## src/inc/page_write_pkg.sv

```systemverilog
// Constants shared by the page write controller and its page buffer.
package page_write_pkg;
  // Array and page geometry.
  localparam int ADDR_W = 9;
  localparam int PAGE_BYTES = 16;
  localparam int IDX_W = 4;
  localparam int PAGE_W = ADDR_W - IDX_W;
  // Serial framing.
  localparam logic [3:0] BIT_LAST = 4'h8;
  localparam logic [3:0] BIT_ACK = 4'h9;
  localparam int CTRL_RW_BIT = 0;
  localparam int CTRL_A8_BIT = 1;
  // Timing.
  localparam int CLK_PERIOD_NS = 4;
  localparam int GLITCH_NS = 150;
  localparam int FILT_CNT_W = 8;
  // Commit walk runs one step past the last byte to drain the read latency.
  localparam logic [4:0] CMT_LAST = 5'h10;
  // Reset values.
  localparam logic [PAGE_BYTES-1:0] MASK_RST = 16'h0000;
  // Receive phases.
  typedef enum logic [2:0] {
    ST_IDLE = 3'b000,
    ST_CTRL = 3'b001,
    ST_ADDR = 3'b010,
    ST_DATA = 3'b011,
    ST_COMMIT = 3'b100
  } phase_t;
endpackage

```

## src/inc/page_buf_if.sv

```systemverilog
// Interface between the controller and its page buffer memory.
interface page_buf_if #(
  parameter int IDX_W = 4,
  parameter int DATA_W = 8
);
  logic we;
  logic [IDX_W-1:0] wr_idx;
  logic [DATA_W-1:0] wr_data;
  logic [IDX_W-1:0] rd_idx;
  logic [DATA_W-1:0] rd_data;
  modport ctrl (output we, output wr_idx, output wr_data, output rd_idx, input rd_data);
  modport mem (input we, input wr_idx, input wr_data, input rd_idx, output rd_data);
endinterface

```

## src/verilog/page_buf_mem.sv

```systemverilog
// Page buffer memory with registered read data.
module page_buf_mem #(
  parameter int DEPTH = 16,
  parameter int DATA_W = 8
) (
  // Clock and reset.
  input wire logic i_clk_sys,
  input wire logic i_rst,
  // Buffer port.
  page_buf_if.mem pb
);
  logic [DATA_W-1:0] mem_r [DEPTH];

  initial begin
    if (DEPTH != (1 << $bits(pb.rd_idx))) begin
      $error("page_buf_mem: depth must match index width");
    end
  end

  always_ff @(posedge i_clk_sys) begin
    if (pb.we) begin
      mem_r[pb.wr_idx] <= pb.wr_data;
    end
  end

  always_ff @(posedge i_clk_sys or posedge i_rst) begin
    if (i_rst) begin
      pb.rd_data <= '0;
    end else begin
      pb.rd_data <= mem_r[pb.rd_idx];
    end
  end
endmodule

```

## src/verilog/page_write_ctrl.sv

```systemverilog
// Write path controller of a two-wire serial memory slave.
// Behaviour
// - Start midway abandons transfer and begins a new frame; stop midway abandons it, standby.
// - Stop inside a data byte cancels write.
// - Stop after whole bytes programs those bytes.
// - Sixteen byte page, index wraps past end.
// - Write data never leaves the addressed page.
// - Pulses of 150 ns or less are ignored.
// - Address advances at eighth bit falling edge.
module page_write_ctrl #(
  parameter int GLITCH_NS = page_write_pkg::GLITCH_NS
) (
  // Clock and reset.
  input wire logic i_clk_sys,
  input wire logic i_rst,
  // Serial link pins.
  input wire logic i_scl,
  input wire logic i_sda,
  output logic o_sda_out,
  output logic o_sda_oe,
  // Array programming port.
  output logic o_mem_we,
  output logic [page_write_pkg::ADDR_W-1:0] o_mem_addr,
  output logic [7:0] o_mem_wdata,
  // Status.
  output logic o_busy,
  output logic o_cancel
);
  localparam int FILT_CYC = (GLITCH_NS + page_write_pkg::CLK_PERIOD_NS - 1)
                            / page_write_pkg::CLK_PERIOD_NS;
  localparam logic [page_write_pkg::FILT_CNT_W-1:0] FILT_LIM =
    page_write_pkg::FILT_CNT_W'(FILT_CYC);

  initial begin
    if (FILT_CYC < 1 || FILT_CYC > 254) begin
      $error("page_write_ctrl: glitch time out of range");
    end
  end

  page_buf_if #(.IDX_W(page_write_pkg::IDX_W), .DATA_W(8)) pb ();

  page_buf_mem #(.DEPTH(page_write_pkg::PAGE_BYTES), .DATA_W(8)) u_buf (
    .i_clk_sys(i_clk_sys),
    .i_rst(i_rst),
    .pb(pb.mem)
  );

  // Two-flop synchronisers followed by glitch filters, index 0 is clock, 1 is data.
  logic [1:0] pin_s1_r;
  logic [1:0] pin_s2_r;
  logic [1:0] flt_r;
  logic [1:0] flt_prev_r;
  logic [page_write_pkg::FILT_CNT_W-1:0] flt_cnt_r [2];

  always_ff @(posedge i_clk_sys or posedge i_rst) begin
    if (i_rst) begin
      pin_s1_r <= 2'h3;
      pin_s2_r <= 2'h3;
    end else begin
      pin_s1_r <= {i_sda, i_scl};
      pin_s2_r <= pin_s1_r;
    end
  end

  for (genvar g = 0; g < 2; g++) begin : g_filt
    always_ff @(posedge i_clk_sys or posedge i_rst) begin
      if (i_rst) begin
        flt_r[g] <= 1'b1;
        flt_cnt_r[g] <= '0;
      end else if (pin_s2_r[g] == flt_r[g]) begin
        flt_cnt_r[g] <= '0;
      end else if (flt_cnt_r[g] == FILT_LIM) begin
        flt_r[g] <= pin_s2_r[g];
        flt_cnt_r[g] <= '0;
      end else begin
        flt_cnt_r[g] <= flt_cnt_r[g] + 1'b1;
      end
    end
  end

  always_ff @(posedge i_clk_sys or posedge i_rst) begin
    if (i_rst) begin
      flt_prev_r <= 2'h3;
    end else begin
      flt_prev_r <= flt_r;
    end
  end

  logic scl_rise;
  logic scl_fall;
  logic start_cond;
  logic stop_cond;
  assign scl_rise = flt_r[0] & ~flt_prev_r[0];
  assign scl_fall = ~flt_r[0] & flt_prev_r[0];
  assign start_cond = flt_r[0] & flt_prev_r[0] & ~flt_r[1] & flt_prev_r[1];
  assign stop_cond = flt_r[0] & flt_prev_r[0] & flt_r[1] & ~flt_prev_r[1];

  page_write_pkg::phase_t phase_r;
  logic [3:0] bit_cnt_r;
  logic [7:0] shift_r;
  logic ack_r;
  logic addr_hi_r;
  logic [page_write_pkg::PAGE_W-1:0] page_r;
  logic [page_write_pkg::IDX_W-1:0] idx_r;
  logic [page_write_pkg::PAGE_BYTES-1:0] mask_r;
  logic [4:0] cmt_cnt_r;
  logic byte_done;
  logic whole_bytes;
  assign byte_done = scl_fall && bit_cnt_r == page_write_pkg::BIT_LAST;
  // The rise just before a stop takes one bit, so a count of one means none completed.
  assign whole_bytes = bit_cnt_r == 4'h0 || bit_cnt_r == 4'h1 ||
                       bit_cnt_r == page_write_pkg::BIT_ACK;

  // Phase sequencing and bit counting.
  always_ff @(posedge i_clk_sys or posedge i_rst) begin
    if (i_rst) begin
      phase_r <= page_write_pkg::ST_IDLE;
      bit_cnt_r <= 4'h0;
      shift_r <= 8'h00;
      ack_r <= 1'b0;
    end else if (phase_r == page_write_pkg::ST_COMMIT) begin
      if (cmt_cnt_r == page_write_pkg::CMT_LAST) begin
        phase_r <= page_write_pkg::ST_IDLE;
      end
    end else if (start_cond) begin
      phase_r <= page_write_pkg::ST_CTRL;
      bit_cnt_r <= 4'h0;
      ack_r <= 1'b0;
    end else if (stop_cond) begin
      bit_cnt_r <= 4'h0;
      ack_r <= 1'b0;
      if (phase_r == page_write_pkg::ST_DATA && whole_bytes && mask_r != '0) begin
        phase_r <= page_write_pkg::ST_COMMIT;
      end else begin
        phase_r <= page_write_pkg::ST_IDLE;
      end
    end else if (phase_r != page_write_pkg::ST_IDLE) begin
      if (scl_rise && bit_cnt_r < page_write_pkg::BIT_LAST) begin
        shift_r <= {shift_r[6:0], flt_r[1]};
        bit_cnt_r <= bit_cnt_r + 4'h1;
      end else if (byte_done) begin
        bit_cnt_r <= page_write_pkg::BIT_ACK;
        if (phase_r == page_write_pkg::ST_CTRL && shift_r[page_write_pkg::CTRL_RW_BIT]) begin
          phase_r <= page_write_pkg::ST_IDLE;
        end else begin
          ack_r <= 1'b1;
          if (phase_r == page_write_pkg::ST_CTRL) begin
            phase_r <= page_write_pkg::ST_ADDR;
          end else if (phase_r == page_write_pkg::ST_ADDR) begin
            phase_r <= page_write_pkg::ST_DATA;
          end
        end
      end else if (scl_fall && bit_cnt_r == page_write_pkg::BIT_ACK) begin
        bit_cnt_r <= 4'h0;
        ack_r <= 1'b0;
      end
    end
  end

  // Address capture and in-page index, which wraps inside the page.
  always_ff @(posedge i_clk_sys or posedge i_rst) begin
    if (i_rst) begin
      addr_hi_r <= 1'b0;
      page_r <= '0;
      idx_r <= '0;
    end else if (byte_done && phase_r == page_write_pkg::ST_CTRL) begin
      addr_hi_r <= shift_r[page_write_pkg::CTRL_A8_BIT];
    end else if (byte_done && phase_r == page_write_pkg::ST_ADDR) begin
      page_r <= {addr_hi_r, shift_r[7:page_write_pkg::IDX_W]};
      idx_r <= shift_r[page_write_pkg::IDX_W-1:0];
    end else if (byte_done && phase_r == page_write_pkg::ST_DATA) begin
      idx_r <= idx_r + 1'b1;
    end
  end

  // Record of the page bytes fully received in this frame.
  always_ff @(posedge i_clk_sys or posedge i_rst) begin
    if (i_rst) begin
      mask_r <= page_write_pkg::MASK_RST;
    end else if (phase_r == page_write_pkg::ST_COMMIT) begin
      if (cmt_cnt_r == page_write_pkg::CMT_LAST) begin
        mask_r <= page_write_pkg::MASK_RST;
      end
    end else if (start_cond || (stop_cond && !whole_bytes)) begin
      mask_r <= page_write_pkg::MASK_RST;
    end else if (byte_done && phase_r == page_write_pkg::ST_DATA) begin
      mask_r[idx_r] <= 1'b1;
    end
  end

  assign pb.we = byte_done && phase_r == page_write_pkg::ST_DATA;
  assign pb.wr_idx = idx_r;
  assign pb.wr_data = shift_r;
  assign pb.rd_idx = cmt_cnt_r[page_write_pkg::IDX_W-1:0];

  // Commit walk over the page buffer, one array write per filled page slot, in slot order.
  logic pend_r;
  logic [page_write_pkg::IDX_W-1:0] pend_idx_r;

  always_ff @(posedge i_clk_sys or posedge i_rst) begin
    if (i_rst) begin
      cmt_cnt_r <= 5'h00;
      pend_r <= 1'b0;
      pend_idx_r <= '0;
    end else if (phase_r == page_write_pkg::ST_COMMIT) begin
      cmt_cnt_r <= cmt_cnt_r + 5'h01;
      pend_r <= cmt_cnt_r < page_write_pkg::CMT_LAST &&
                mask_r[cmt_cnt_r[page_write_pkg::IDX_W-1:0]];
      pend_idx_r <= cmt_cnt_r[page_write_pkg::IDX_W-1:0];
    end else begin
      cmt_cnt_r <= 5'h00;
      pend_r <= 1'b0;
    end
  end

  always_ff @(posedge i_clk_sys or posedge i_rst) begin
    if (i_rst) begin
      o_mem_we <= 1'b0;
      o_mem_addr <= '0;
      o_mem_wdata <= 8'h00;
    end else begin
      o_mem_we <= pend_r;
      o_mem_addr <= {page_r, pend_idx_r};
      o_mem_wdata <= pb.rd_data;
    end
  end

  // Cancel pulse when a stop ends a write with a partial byte.
  always_ff @(posedge i_clk_sys or posedge i_rst) begin
    if (i_rst) begin
      o_cancel <= 1'b0;
    end else begin
      o_cancel <= stop_cond && phase_r == page_write_pkg::ST_DATA && !whole_bytes;
    end
  end

  assign o_sda_out = 1'b0;
  assign o_sda_oe = ack_r;
  assign o_busy = phase_r == page_write_pkg::ST_COMMIT || pend_r || o_mem_we;
endmodule
```

## config.mk

```make
export PLATFORM = sky130hd
export DESIGN_NAME = page_write_ctrl
export DESIGN_NICKNAME = d
export VERILOG_FILES = /design/src/inc/page_write_pkg.sv /design/src/inc/page_buf_if.sv /design/src/verilog/page_buf_mem.sv /design/src/verilog/page_write_ctrl.sv
export SDC_FILE = /design/constraint.sdc
export NUM_CORES = 1
export LEC_CHECK = 0
export BUFFER_PORTS_ARGS = -buffer_cell sky130_fd_sc_hd__clkbuf_2
export CAP_MARGIN = 0
export CORE_MARGIN = 8
export CORE_UTILIZATION = 35
export CTS_BUF_LIST = sky130_fd_sc_hd__clkbuf_8
export DETAILED_ROUTE_END_ITERATION = 8
export PLACE_DENSITY_LB_ADDON = 0.08
export SYNTH_ARGS = -nofsm -noshare
export SYNTH_HDL_FRONTEND = slang
export SYNTH_HIERARCHICAL = 1
export SYNTH_SLANG_ARGS = --single-unit
```

## constraint.sdc

```tcl
create_clock -name i_clk_sys -period 4 [get_ports i_clk_sys]
set_clock_uncertainty 0.05 [all_clocks]
set_input_delay 0 -clock i_clk_sys [delete_from_list [all_inputs] [get_ports i_clk_sys]]
set_output_delay 0 -clock i_clk_sys [all_outputs]
set_load 0.05 [all_outputs]
```

Yosys cells after proc, flatten, opt, wreduce, memory -nomap -nowiden
Memories as Yosys holds them, arrays and structs flattened. A register that Yosys moved wholly into a read port is not among the register bits.
Index checks and enable logic that the tools add are counted.
{"block": "op_classes", "n_mux": 42, "eq_ne": 16, "n_reduce_logical": 40, "addsub": 5, "bitwise_logic": 18, "n_lt_le_gt_ge": 5}
{"cell": "$mux W16", "count": 4}
{"cell": "$mux W3", "count": 11}
{"cell": "$mux W4", "count": 8}
{"cell": "$mux W8", "count": 4}
{"cell": "$add A8 B1 Y8 const B", "count": 2}
{"cell": "$eq A8 B6 Y1 const B", "count": 2}
{"cell": "$or A16 B16 Y16", "count": 1}
{"cell": "$reduce_bool A16 Y1", "count": 1}
{"cell": "$reduce_and A5 Y1", "count": 3}
{"cell": "$logic_and A1 B1 Y1", "count": 14}
{"cell": "$mux W1", "count": 12}
{"cell": "$reduce_bool A4 Y1", "count": 3}
{"cell": "$lt A4 B5 Y1 const B", "count": 2}
{"cell": "$not A1 Y1", "count": 10}
{"cell": "$reduce_and A2 Y1", "count": 5}
{"cell": "$reduce_bool A3 Y1", "count": 3}
{"cell": "$add A4 B1 Y4 const B", "count": 2}
{"cell": "$eq A4 B4 Y1 const B", "count": 2}
{"cell": "$and A1 B1 Y1", "count": 7}
{"cell": "$eq A3 B2 Y1 const B", "count": 2}
{"cell": "$reduce_bool A6 Y1", "count": 1}
{"cell": "$add A5 B1 Y5 const B", "count": 1}
{"cell": "$eq A5 B5 Y1 const B", "count": 1}
{"cell": "$logic_or A1 B1 Y1", "count": 5}
{"cell": "other kinds (19)", "count": 20}
{"block": "totals", "n_memories": 1, "inputBits": 4, "ram_bits": 128, "ff_bits": 95, "elab_cells": 149, "out_inout_bits": 22}
{"name": "u_buf.mem_r", "depth": 16, "word_bits": 8, "read_ports": 1, "rd_ports_with_merged_regs": 1, "wr": 1, "line_no": "page_buf_mem.sv:12", "text": "logic [DATA_W-1:0] mem_r [DEPTH];"}

Depth between registers and ports, before layout
Gate-level depths: netlist of the first run.
{"block": "logic_depth", "depth_word": 10, "mapped_depth": 9, "mapped_depth_nobuf": 7}

Cells and area by module
Netlist of the first run, hierarchy kept.
{"mod": "page_buf_mem", "instances": 1, "area_per_inst_um2": 5191.2, "cells_per_inst": 230}
{"mod": "page_write_ctrl", "instances": 1, "area_per_inst_um2": 4187.8, "cells_per_inst": 348}

Least setup slack after synthesis of the first run
OpenSTA, ideal clock, no wires.
{"block": "synth_path", "path_kind": "reg2reg", "startpoint": "register flt_prev_r[0]", "endpoint": "memory u_buf.mem_r[0][0] (enable)", "path_buffers": 0, "required_ps": 3567, "setup_slack_ps": 1419, "arrival_ps": 2147, "stages_incl_launch_ff": 6, "path_cell_list": "dfstp_2 -> and4bb_4 -> nand4_1 -> inv_1 -> or3b_2 -> nor3_1"}
{"block": "synth_via", "elab_chain_len": 5}
{"element": "start: declaration", "line_no": "page_write_ctrl.sv:52", "text": "logic [1:0] flt_prev_r;"}
{"element": "start signal: assignment", "line_no": "page_write_ctrl.sv:85", "text": "flt_prev_r <= flt_r;"}
{"element": "$and A1 B1 Y1", "line_no": "page_write_ctrl.sv:94", "text": "assign scl_fall = ~flt_r[0] & flt_prev_r[0];"}
{"element": "$logic_and A1 B1 Y1", "line_no": "page_write_ctrl.sv:109", "text": "assign byte_done = scl_fall && bit_cnt_r == page_write_pkg::BIT_LAST;"}
{"element": "$logic_and A1 B1 Y1", "line_no": "page_write_ctrl.sv:191", "text": "assign pb.we = byte_done && phase_r == page_write_pkg::ST_DATA;"}
{"element": "named net pb.we", "line_no": "page_buf_if.sv:6", "text": "logic we;"}
{"element": "$mux W1", "line_no": "page_buf_mem.sv:21", "text": "if (pb.we) begin"}
{"element": "$mux W1 (implied by the code)", "line_no": "page_buf_mem.sv:22", "text": "mem_r[pb.wr_idx] <= pb.wr_data;"}
{"element": "end: declaration", "line_no": "page_buf_mem.sv:12"}
The timed path passes the listed nets, and every way through them passes these cells.

Worst setup path after layout of the first run
{"block": "layout_path", "startpoint": "register phase_r[0]", "endpoint": "memory u_buf.mem_r[4][1] (enable)"}
{"block": "layout_via", "elab_chain_len": 4}
{"element": "start: declaration", "line_no": "page_write_ctrl.sv:98", "text": "page_write_pkg::phase_t phase_r;"}
{"element": "start signal: assignment", "line_no": "page_write_ctrl.sv:117", "text": "phase_r <= page_write_pkg::ST_IDLE;"}
{"element": "start signal: assignment", "line_no": "page_write_ctrl.sv:123", "text": "phase_r <= page_write_pkg::ST_IDLE;"}
{"element": "start signal: assignment", "line_no": "page_write_ctrl.sv:126", "text": "phase_r <= page_write_pkg::ST_CTRL;"}
{"element": "$eq A3 B2 Y1", "line_no": "page_write_ctrl.sv:191"}
{"element": "$logic_and A1 B1 Y1", "line_no": "page_write_ctrl.sv:191"}
{"element": "named net pb.we", "line_no": "page_buf_if.sv:6"}
{"element": "$mux W1", "line_no": "page_buf_mem.sv:21"}
{"element": "$mux W1 (implied by the code)", "line_no": "page_buf_mem.sv:22"}
The timed path passes the listed nets, and every way through them passes these cells.

==> results of run 1 <==
==> kinds of logic (layout without fill, tap and decap cells) <==
logic type	after synthesis	count (layout)	share of synthesized area, %
flops	231	231	68.6
fa+ha+maj	13	13	1.73
simple gates	149	149	7.99
mux	57	57	11.9
xor+xnor	18	18	1.76
other cells	1	1	0.0400
buf+inv	41	126	2.51
compound gates	68	68	5.50
==> routing by layer <==
metal | GRT usage (%) | vias to the layer above
met5 | 0 | -
met4 | 4.93 | 0
met3 | 3.02 | 45
met2 | 19.5 | 118
met1 | 17.4 | 2645
li1 | - | 2327
==> through the flow <==
step	cells	total power, uW	setup slack [ps]
floorplan	578	2580	1420
global placement	924	2600	1240
detailed placement	924	2600	1150
CTS	1004	4660	1100
global route	1004	4770	956
finish	1004	4570	1130
==> path summary, 6_finish.rpt <==
check                                    end  cells past startpoint           startpoint  slack (ps)
setup / recovery           u_buf/mem_r[4][1]                      5           phase_r[0]        1130
hold / removal                   pin_s1_r[0]                      2                i_scl          70
setup reg to reg           u_buf/mem_r[4][1]                      5           phase_r[0]        1130
hold reg to reg               o_mem_wdata[6]                      0  u_buf/pb.rd_data[6]         300
max in group asynchronous       cmt_cnt_r[0]                      4                i_rst        2820
min in group asynchronous     o_mem_wdata[2]                      3                i_rst         150
==> power breakdown <==
group	switching (uW)	internal (uW)
combinational	30.9	10.3
clock	935	1080
sequential	7.28	2500
total	973	3600
==> cell usage in the layout (no fill, tap or decap), types with 2 or more instances in the layout <==
cell type      instances
nand4_1                2
mux2i_1                2
and2_1                 3
a21oi_1                8
clkinvlp_4             2
nand4b_1               2
inv_1                 29
a22oi_1               16
mux2_2                16
clkbuf_2              24
o211ai_1               2
nand2_1               27
clkinv_2               4
nand3_1               16
nor3_1                 7
a31oi_1                4
dlygate4sd3_1          4
mux2_4                 2
clkinv_1              11
dfrtp_1               94
mux4_2                23
dfstp_2                8
buf_4                  6
a41oi_1               16
and3_1                 6
ha_1                  13
xnor2_1                4
xor2_1                13
nor2_1                54
edfxtp_1             128
nand3b_1               2
o21ai_0               10
nand2b_1               3
nor4_1                 4
nor2b_1                8
o22ai_1                2
mux4_1                14
nor4b_1                2
clkbuf_8              44
==> registers in the layout (all words and copies together), names as in the netlist, 2 cells and up <==
name              cells
pin_s2_r              2
o_mem_wdata           8
flt_prev_r            2
pin_s1_r              2
idx_r                 4
u_buf/pb.rd_data      8
u_buf/mem_r         128
phase_r               3
cmt_cnt_r             5
flt_r                 2
o_mem_addr            9
flt_cnt_r            16
mask_r               16
pb.wr_data            8
pend_idx_r            4
bit_cnt_r             4
page_r                5
==> cell type report <==
cell class / instances / area, um^2 / share of cell area, %
clock buffers: 44 / 606 / 5.71
repair buffers: 34 / 205 / 1.94
flip-flops and latches: 231 / 6430 / 60.7
clock inverters: 32 / 159 / 1.50
multi-input cells: 306 / 2710 / 25.6
inverters: 16 / 62.6 / 0.590
well taps: 341 / 427 / 4.02
==> synth_stat cells (2+ instances only) <==
cell,n
nor4b_1,2
a41oi_1,16
o211ai_1,2
nand2_1,27
a31oi_1,4
inv_1,16
and3_1,6
and2_1,3
dfstp_2,8
nand3_1,16
clkbuf_1,3
edfxtp_1,128
buf_6,5
xor2_1,13
mux2i_1,2
ha_1,13
mux2_2,16
nor2b_1,8
a21oi_1,8
nor4_1,4
nor2_1,54
dfrtp_1,95
buf_4,3
mux4_1,14
nand4b_1,2
nand4_1,2
buf_2,11
nand3b_1,2
a22oi_1,16
clkdlybuf4s25_2,3
nand2b_1,3
o21ai_0,10
mux4_2,23
mux2_4,2
o22ai_1,2
nor3_1,7
xnor2_1,4
==> critical path, cell delays in order (launching register included) <==
cell and delay [ps]:
dfrtp_1 600, nor2b_1 310, nand4_1 200, inv_1 220, nand3b_1 170, nor3_1 940
==> impl_metrics.toml, run 1 <==
[outcome]
status = "finished clean"

[detailed_routing]
post_drt_wl_per_cell_um = 20.3
drc = 0
num_vias = 5135
met3_length_mm = 1.03
wirelength_mm = 20.4
first_pass_iters = 7
via_per_inst = 5.11
wl_met2_mm = 9.29
highest_layer = "met4"
drt_first_iter_violations = 351
postRouteAntennaNets = 0
wl_met1_mm = 9.61

[clock_tree]
post_cts_buffers = 0
clockRootBuffer = "clkbuf_8"
htree_levels = 2
cts.clk_slew.worst_paths_ps = 60
clk_latency_ps = 520
cts_tree = "yes"
clockBufferDepth = 3
ctsResizeCount = 0
cts_hold_buf = 4
cts_made_buffers = 41
clock-sinks = 231

[final_layout]
antenna_cells = 0
nets = 647
fin_area_um2 = 10600
fill_cells = 2461
drive_gt1_share_pct = 21.6
utilization_pct = 39.8
area_delta_synth_final_pct = 13.1

[sta]
slew_violations = 0
setup_viol = 0
fin_hold_ws_ps = 69.4
tns_ps = 0
period_share_pct = 71.7
clock.fmax_ghz = 0.349
hold_viol_final = 0
maxSlewHeadroom_pct = 20.6
worst_slew_pin_slew_ps = 1180
rsz0062_at_grt = "false"
layout_min_cycle_time_ps = 2870

[synthesis]
synth.largest_area_cell = "edfxtp_1"
syn_area_per_cell_um2 = 16.2
async_reset_ff_share_pct = 44.6
synth_flop_cell = "edfxtp_1"
synth_edf_count = 128
synthCells = 578
synth_top_area_share_pct = 41.0
syn_nets = 595
synth_seq_area_share_pct = 68.6
synth-seq-cells = 231
yosysWarnings = 6
syn-cell-area_um2 = 9380
synth_area_leaders = "edfxtp_1 (41%), dfrtp_1 (25%), mux4_2 (5.5%)"
yosys.cell_types.count = 62

[worst_setup_path]
start_kind = "flip-flop"
cp.arrival_ps = 2960
crit_fanout = 12
crit_required_ps = 4090
end_kind = "flip-flop"
crit_type = "flip-flop to flip-flop"

[global_route]
antenna_found_initial = 0
grt_pass1_wl_mm = 32.2
grt_pass1_vias = 5440
grt_start_max_net_pins = 69
grt_overflow = 0
grt_usage_pct = 12.8

[floorplanning]
core-area_um2 = 26700
initial_core_util_pct = 35.2
num_rows = 60
dieHeight_um = 180
die_area_um2 = 32300
ios = 26
die-width_um = 180

[power]
power_density_nw_per_um2 = 431
power.leakage_uw = 0.00363
ir_worst_vdd_mv = 0.208

[placed_design]
dp_hpwl_mm = 12.7
port_buffers = 24
gp_congestion = 0.761
placed_area_um2 = 9800

[min_path]
hold_class = "input pin to flip-flop"

[run]
cap_violations = 0
(Power assumes the default switching activity.)
==> run 2: changes to the inputs <==
--- a/config.mk
+++ b/config.mk
@@ -5,6 +5,7 @@
 export SDC_FILE = /design/constraint.sdc
 export NUM_CORES = 1
 export LEC_CHECK = 0
+export ABC_AREA = 1
 export BUFFER_PORTS_ARGS = -buffer_cell sky130_fd_sc_hd__clkbuf_2
 export CAP_MARGIN = 0
 export CORE_MARGIN = 8
==> constraint.sdc (replaced) <==
create_clock -name i_clk_sys -period 2.9 [get_ports i_clk_sys]
set_clock_uncertainty 0.05 [all_clocks]
set_input_delay 0 -clock i_clk_sys [delete_from_list [all_inputs] [get_ports i_clk_sys]]
set_output_delay 0 -clock i_clk_sys [all_outputs]
set_load 0.05 [all_outputs]
==> run 2 against run 1 <==
Synthesized cell count is 91% higher. Die area up 10%. Via count grew 45%. Critical path type unchanged. Largest power group unchanged. Highest routed layer unchanged.
==> impl_metrics.toml, run 2 <==
[floorplanning]
die-width_um = 189
num_rows = 63
dieHeight_um = 189
ios = 26
initial_core_util_pct = 35.3
core-area_um2 = 29500
die_area_um2 = 35500

[sta]
rsz0062_at_grt = "false"
maxSlewHeadroom_pct = 36.5
tns_ps = 0
period_share_pct = 80.0
fin_ws_ps = 580
hold_viol_final = 0
setup_viol = 0
slew_violations = 0
clock.fmax_ghz = 0.431
worst_slew_pin_slew_ps = 952
layout_min_cycle_time_ps = 2320

[clock_tree]
htree_levels = 2
post_cts_buffers = 0
clockBufferDepth = 3
cts_made_buffers = 42
clockRootBuffer = "clkbuf_8"
clock-sinks = 231
clk_latency_ps = 550
cts_tree = "yes"
cts.clk_slew.worst_paths_ps = 60

[run]
cap_violations = 0

[synthesis]
synth_seq_area_share_pct = 61.7
yosys.cell_types.count = 36
synth-seq-cells = 231
synthTopCellsByCount = "nand2_1 (311), inv_1 (163), nand3_1 (158)"
syn_area_per_cell_um2 = 9.43
synthAdderAreaFrac_pct = 1.56
yosysMostFrequentCell = "nand2_1"
synth.area.mux_share_pct = 0
synth_flop_cell = "edfxtp_1"
synth_simple_gate_area_share_pct = 24.0
synth_xor_area_share_pct = 0.673
synth.largest_area_cell = "edfxtp_1"
synth_edf_count = 128
async_reset_ff_share_pct = 44.6
synth_top_family_by_area = "simple AND/OR/NAND/NOR gates"
syn_nets = 1121
yosysWarnings = 6
syn-cell-area_um2 = 10400
synth_area_leaders = "edfxtp_1 (37%), dfrtp_1 (23%), nand2_1 (11%)"
synth_top_area_share_pct = 36.9
synth_compound_area_share_pct = 3.48
synthCells = 1104

[detailed_routing]
post_drt_wl_per_cell_um = 16.0
drt_first_iter_violations = 445
postRouteAntennaNets = 0
via_per_inst = 4.71
wirelength_mm = 25.3
drc = 0
num_vias = 7425
first_pass_iters = 7

[final_layout]
utilization_pct = 39.8
drive_gt1_share_pct = 10.5
area_delta_synth_final_pct = 12.7
antenna_cells = 0
reg.largest.list = "u_buf/mem_r (128), flt_cnt_r (16), mask_r (16)"
largest_reg_flops = 128
multiInputGateArea_um2 = 3100
seq_area_um2 = 6430
fill_cells = 3021
stdcell_count = 1577
nets = 1172
largest_register = "u_buf/mem_r"
final_common_cell = "nand2_1"
final_cell_mix = "nand2_1 (311), inv_1 (171), nand3_1 (158)"

[global_route]
grt_usage_pct = 14.4
antenna_found_initial = 0
grt_pass1_vias = 7436
grt_overflow = 0
grt_start_max_net_pins = 74
grt_pass1_wl_mm = 40.8

[worst_setup_path]
end_kind = "flip-flop"
start_kind = "flip-flop"
crit_fanout = 8
cp.arrival_ps = 2440
crit_type = "flip-flop to flip-flop"
r2r_slack_ps = 580
crit_required_ps = 3020

[power]
power.leakage_uw = 0.00535
finalPower_uw = 6410
power_density_nw_per_um2 = 546
ir_worst_vdd_mv = 0.262

[placed_design]
dp_hpwl_mm = 16.1
placed_cells = 1497
gp_congestion = 0.779
pre_cts_slack_ps = 579
port_buffers = 24

[min_path]
hold_class = "input pin to flip-flop"

[outcome]
status = "finished clean"
==> run 2: cell families (layout without fill, tap and decap cells) <==
logic type,Yosys count,count (layout)
flip-flops,231,231
adder cells (fa/ha/maj),13,13
XOR/XNOR,8,8
buffers and inverters,207,290
AND/OR/NAND/NOR,580,580
AO/OA/AOI/OAI,64,64
other,1,1
==> run 2: layer usage <==
layer	wire, um	GRT usage [%]	up-vias
met3	1220	2.62	52
met5	0	0	-
li1	-	-	3658
met1	11700	19.1	3550
met2	11700	23.3	165
met4	587	4.81	0
==> run 2: worst max-delay path, cell delays in order, from the launching register on <==
cell	delay, ps
dfrtp_1	430
inv_1	90
ha_1	250
nand3_4	120
nor2_4	230
nand3b_1	210
nor2_1	570
==> run 2: worst paths after layout <==
kind                                     startpoint           endpoint  cells past startpoint
worst max-delay path                   bit_cnt_r[0]  u_buf/mem_r[4][6]                      6
worst max register to register         bit_cnt_r[0]  u_buf/mem_r[4][6]                      6
min in group asynchronous                     i_rst     o_mem_wdata[0]                      3
worst min register to register  u_buf/pb.rd_data[7]     o_mem_wdata[7]                      0
worst min-delay path                          i_scl        pin_s1_r[0]                      2
max in group asynchronous                     i_rst       cmt_cnt_r[0]                      4
==> run 2: area by class of cell <==
| type | instances | area share, % |
|---|---|---|
| inverter | 168 | 5.39 |
| clock inverter | 31 | 1.35 |
| sequential | 231 | 54.8 |
| clock buffer | 45 | 5.27 |
| multi-input combinational | 666 | 26.4 |
| tap | 390 | 4.16 |
| timing repair buffer | 46 | 2.62 |
==> run 2: timing repair <==
action | in CTS | in global routing
hold buffers | 4 | 0
setup endpoints to repair | 0 | 0
hold endpoints to repair | 73 | 0
resized for setup | 0 | 0
==> run 2: report_power, final <==
group | leakage (uW) | internal (uW) | total (uW) | switching (uW)
Clock | 0.000441 | 1520 | 2880 | 1360
Sequential | 0.00220 | 3450 | 3460 | 8.41
Combinational | 0.00270 | 15.1 | 58.3 | 43.2
Total | 0.00535 | 4990 | 6410 | 1410
==> run 2: metrics by stage <==
stage / hold WS, ps / area [um^2]
final: 51.6 / 11700
after global routing: 24.1 / 11700
after CTS: 16.5 / 11700
after detailed placement: -71.0 / 10900
after global placement: -67.3 / 10900
after floorplan: -234 / 10400
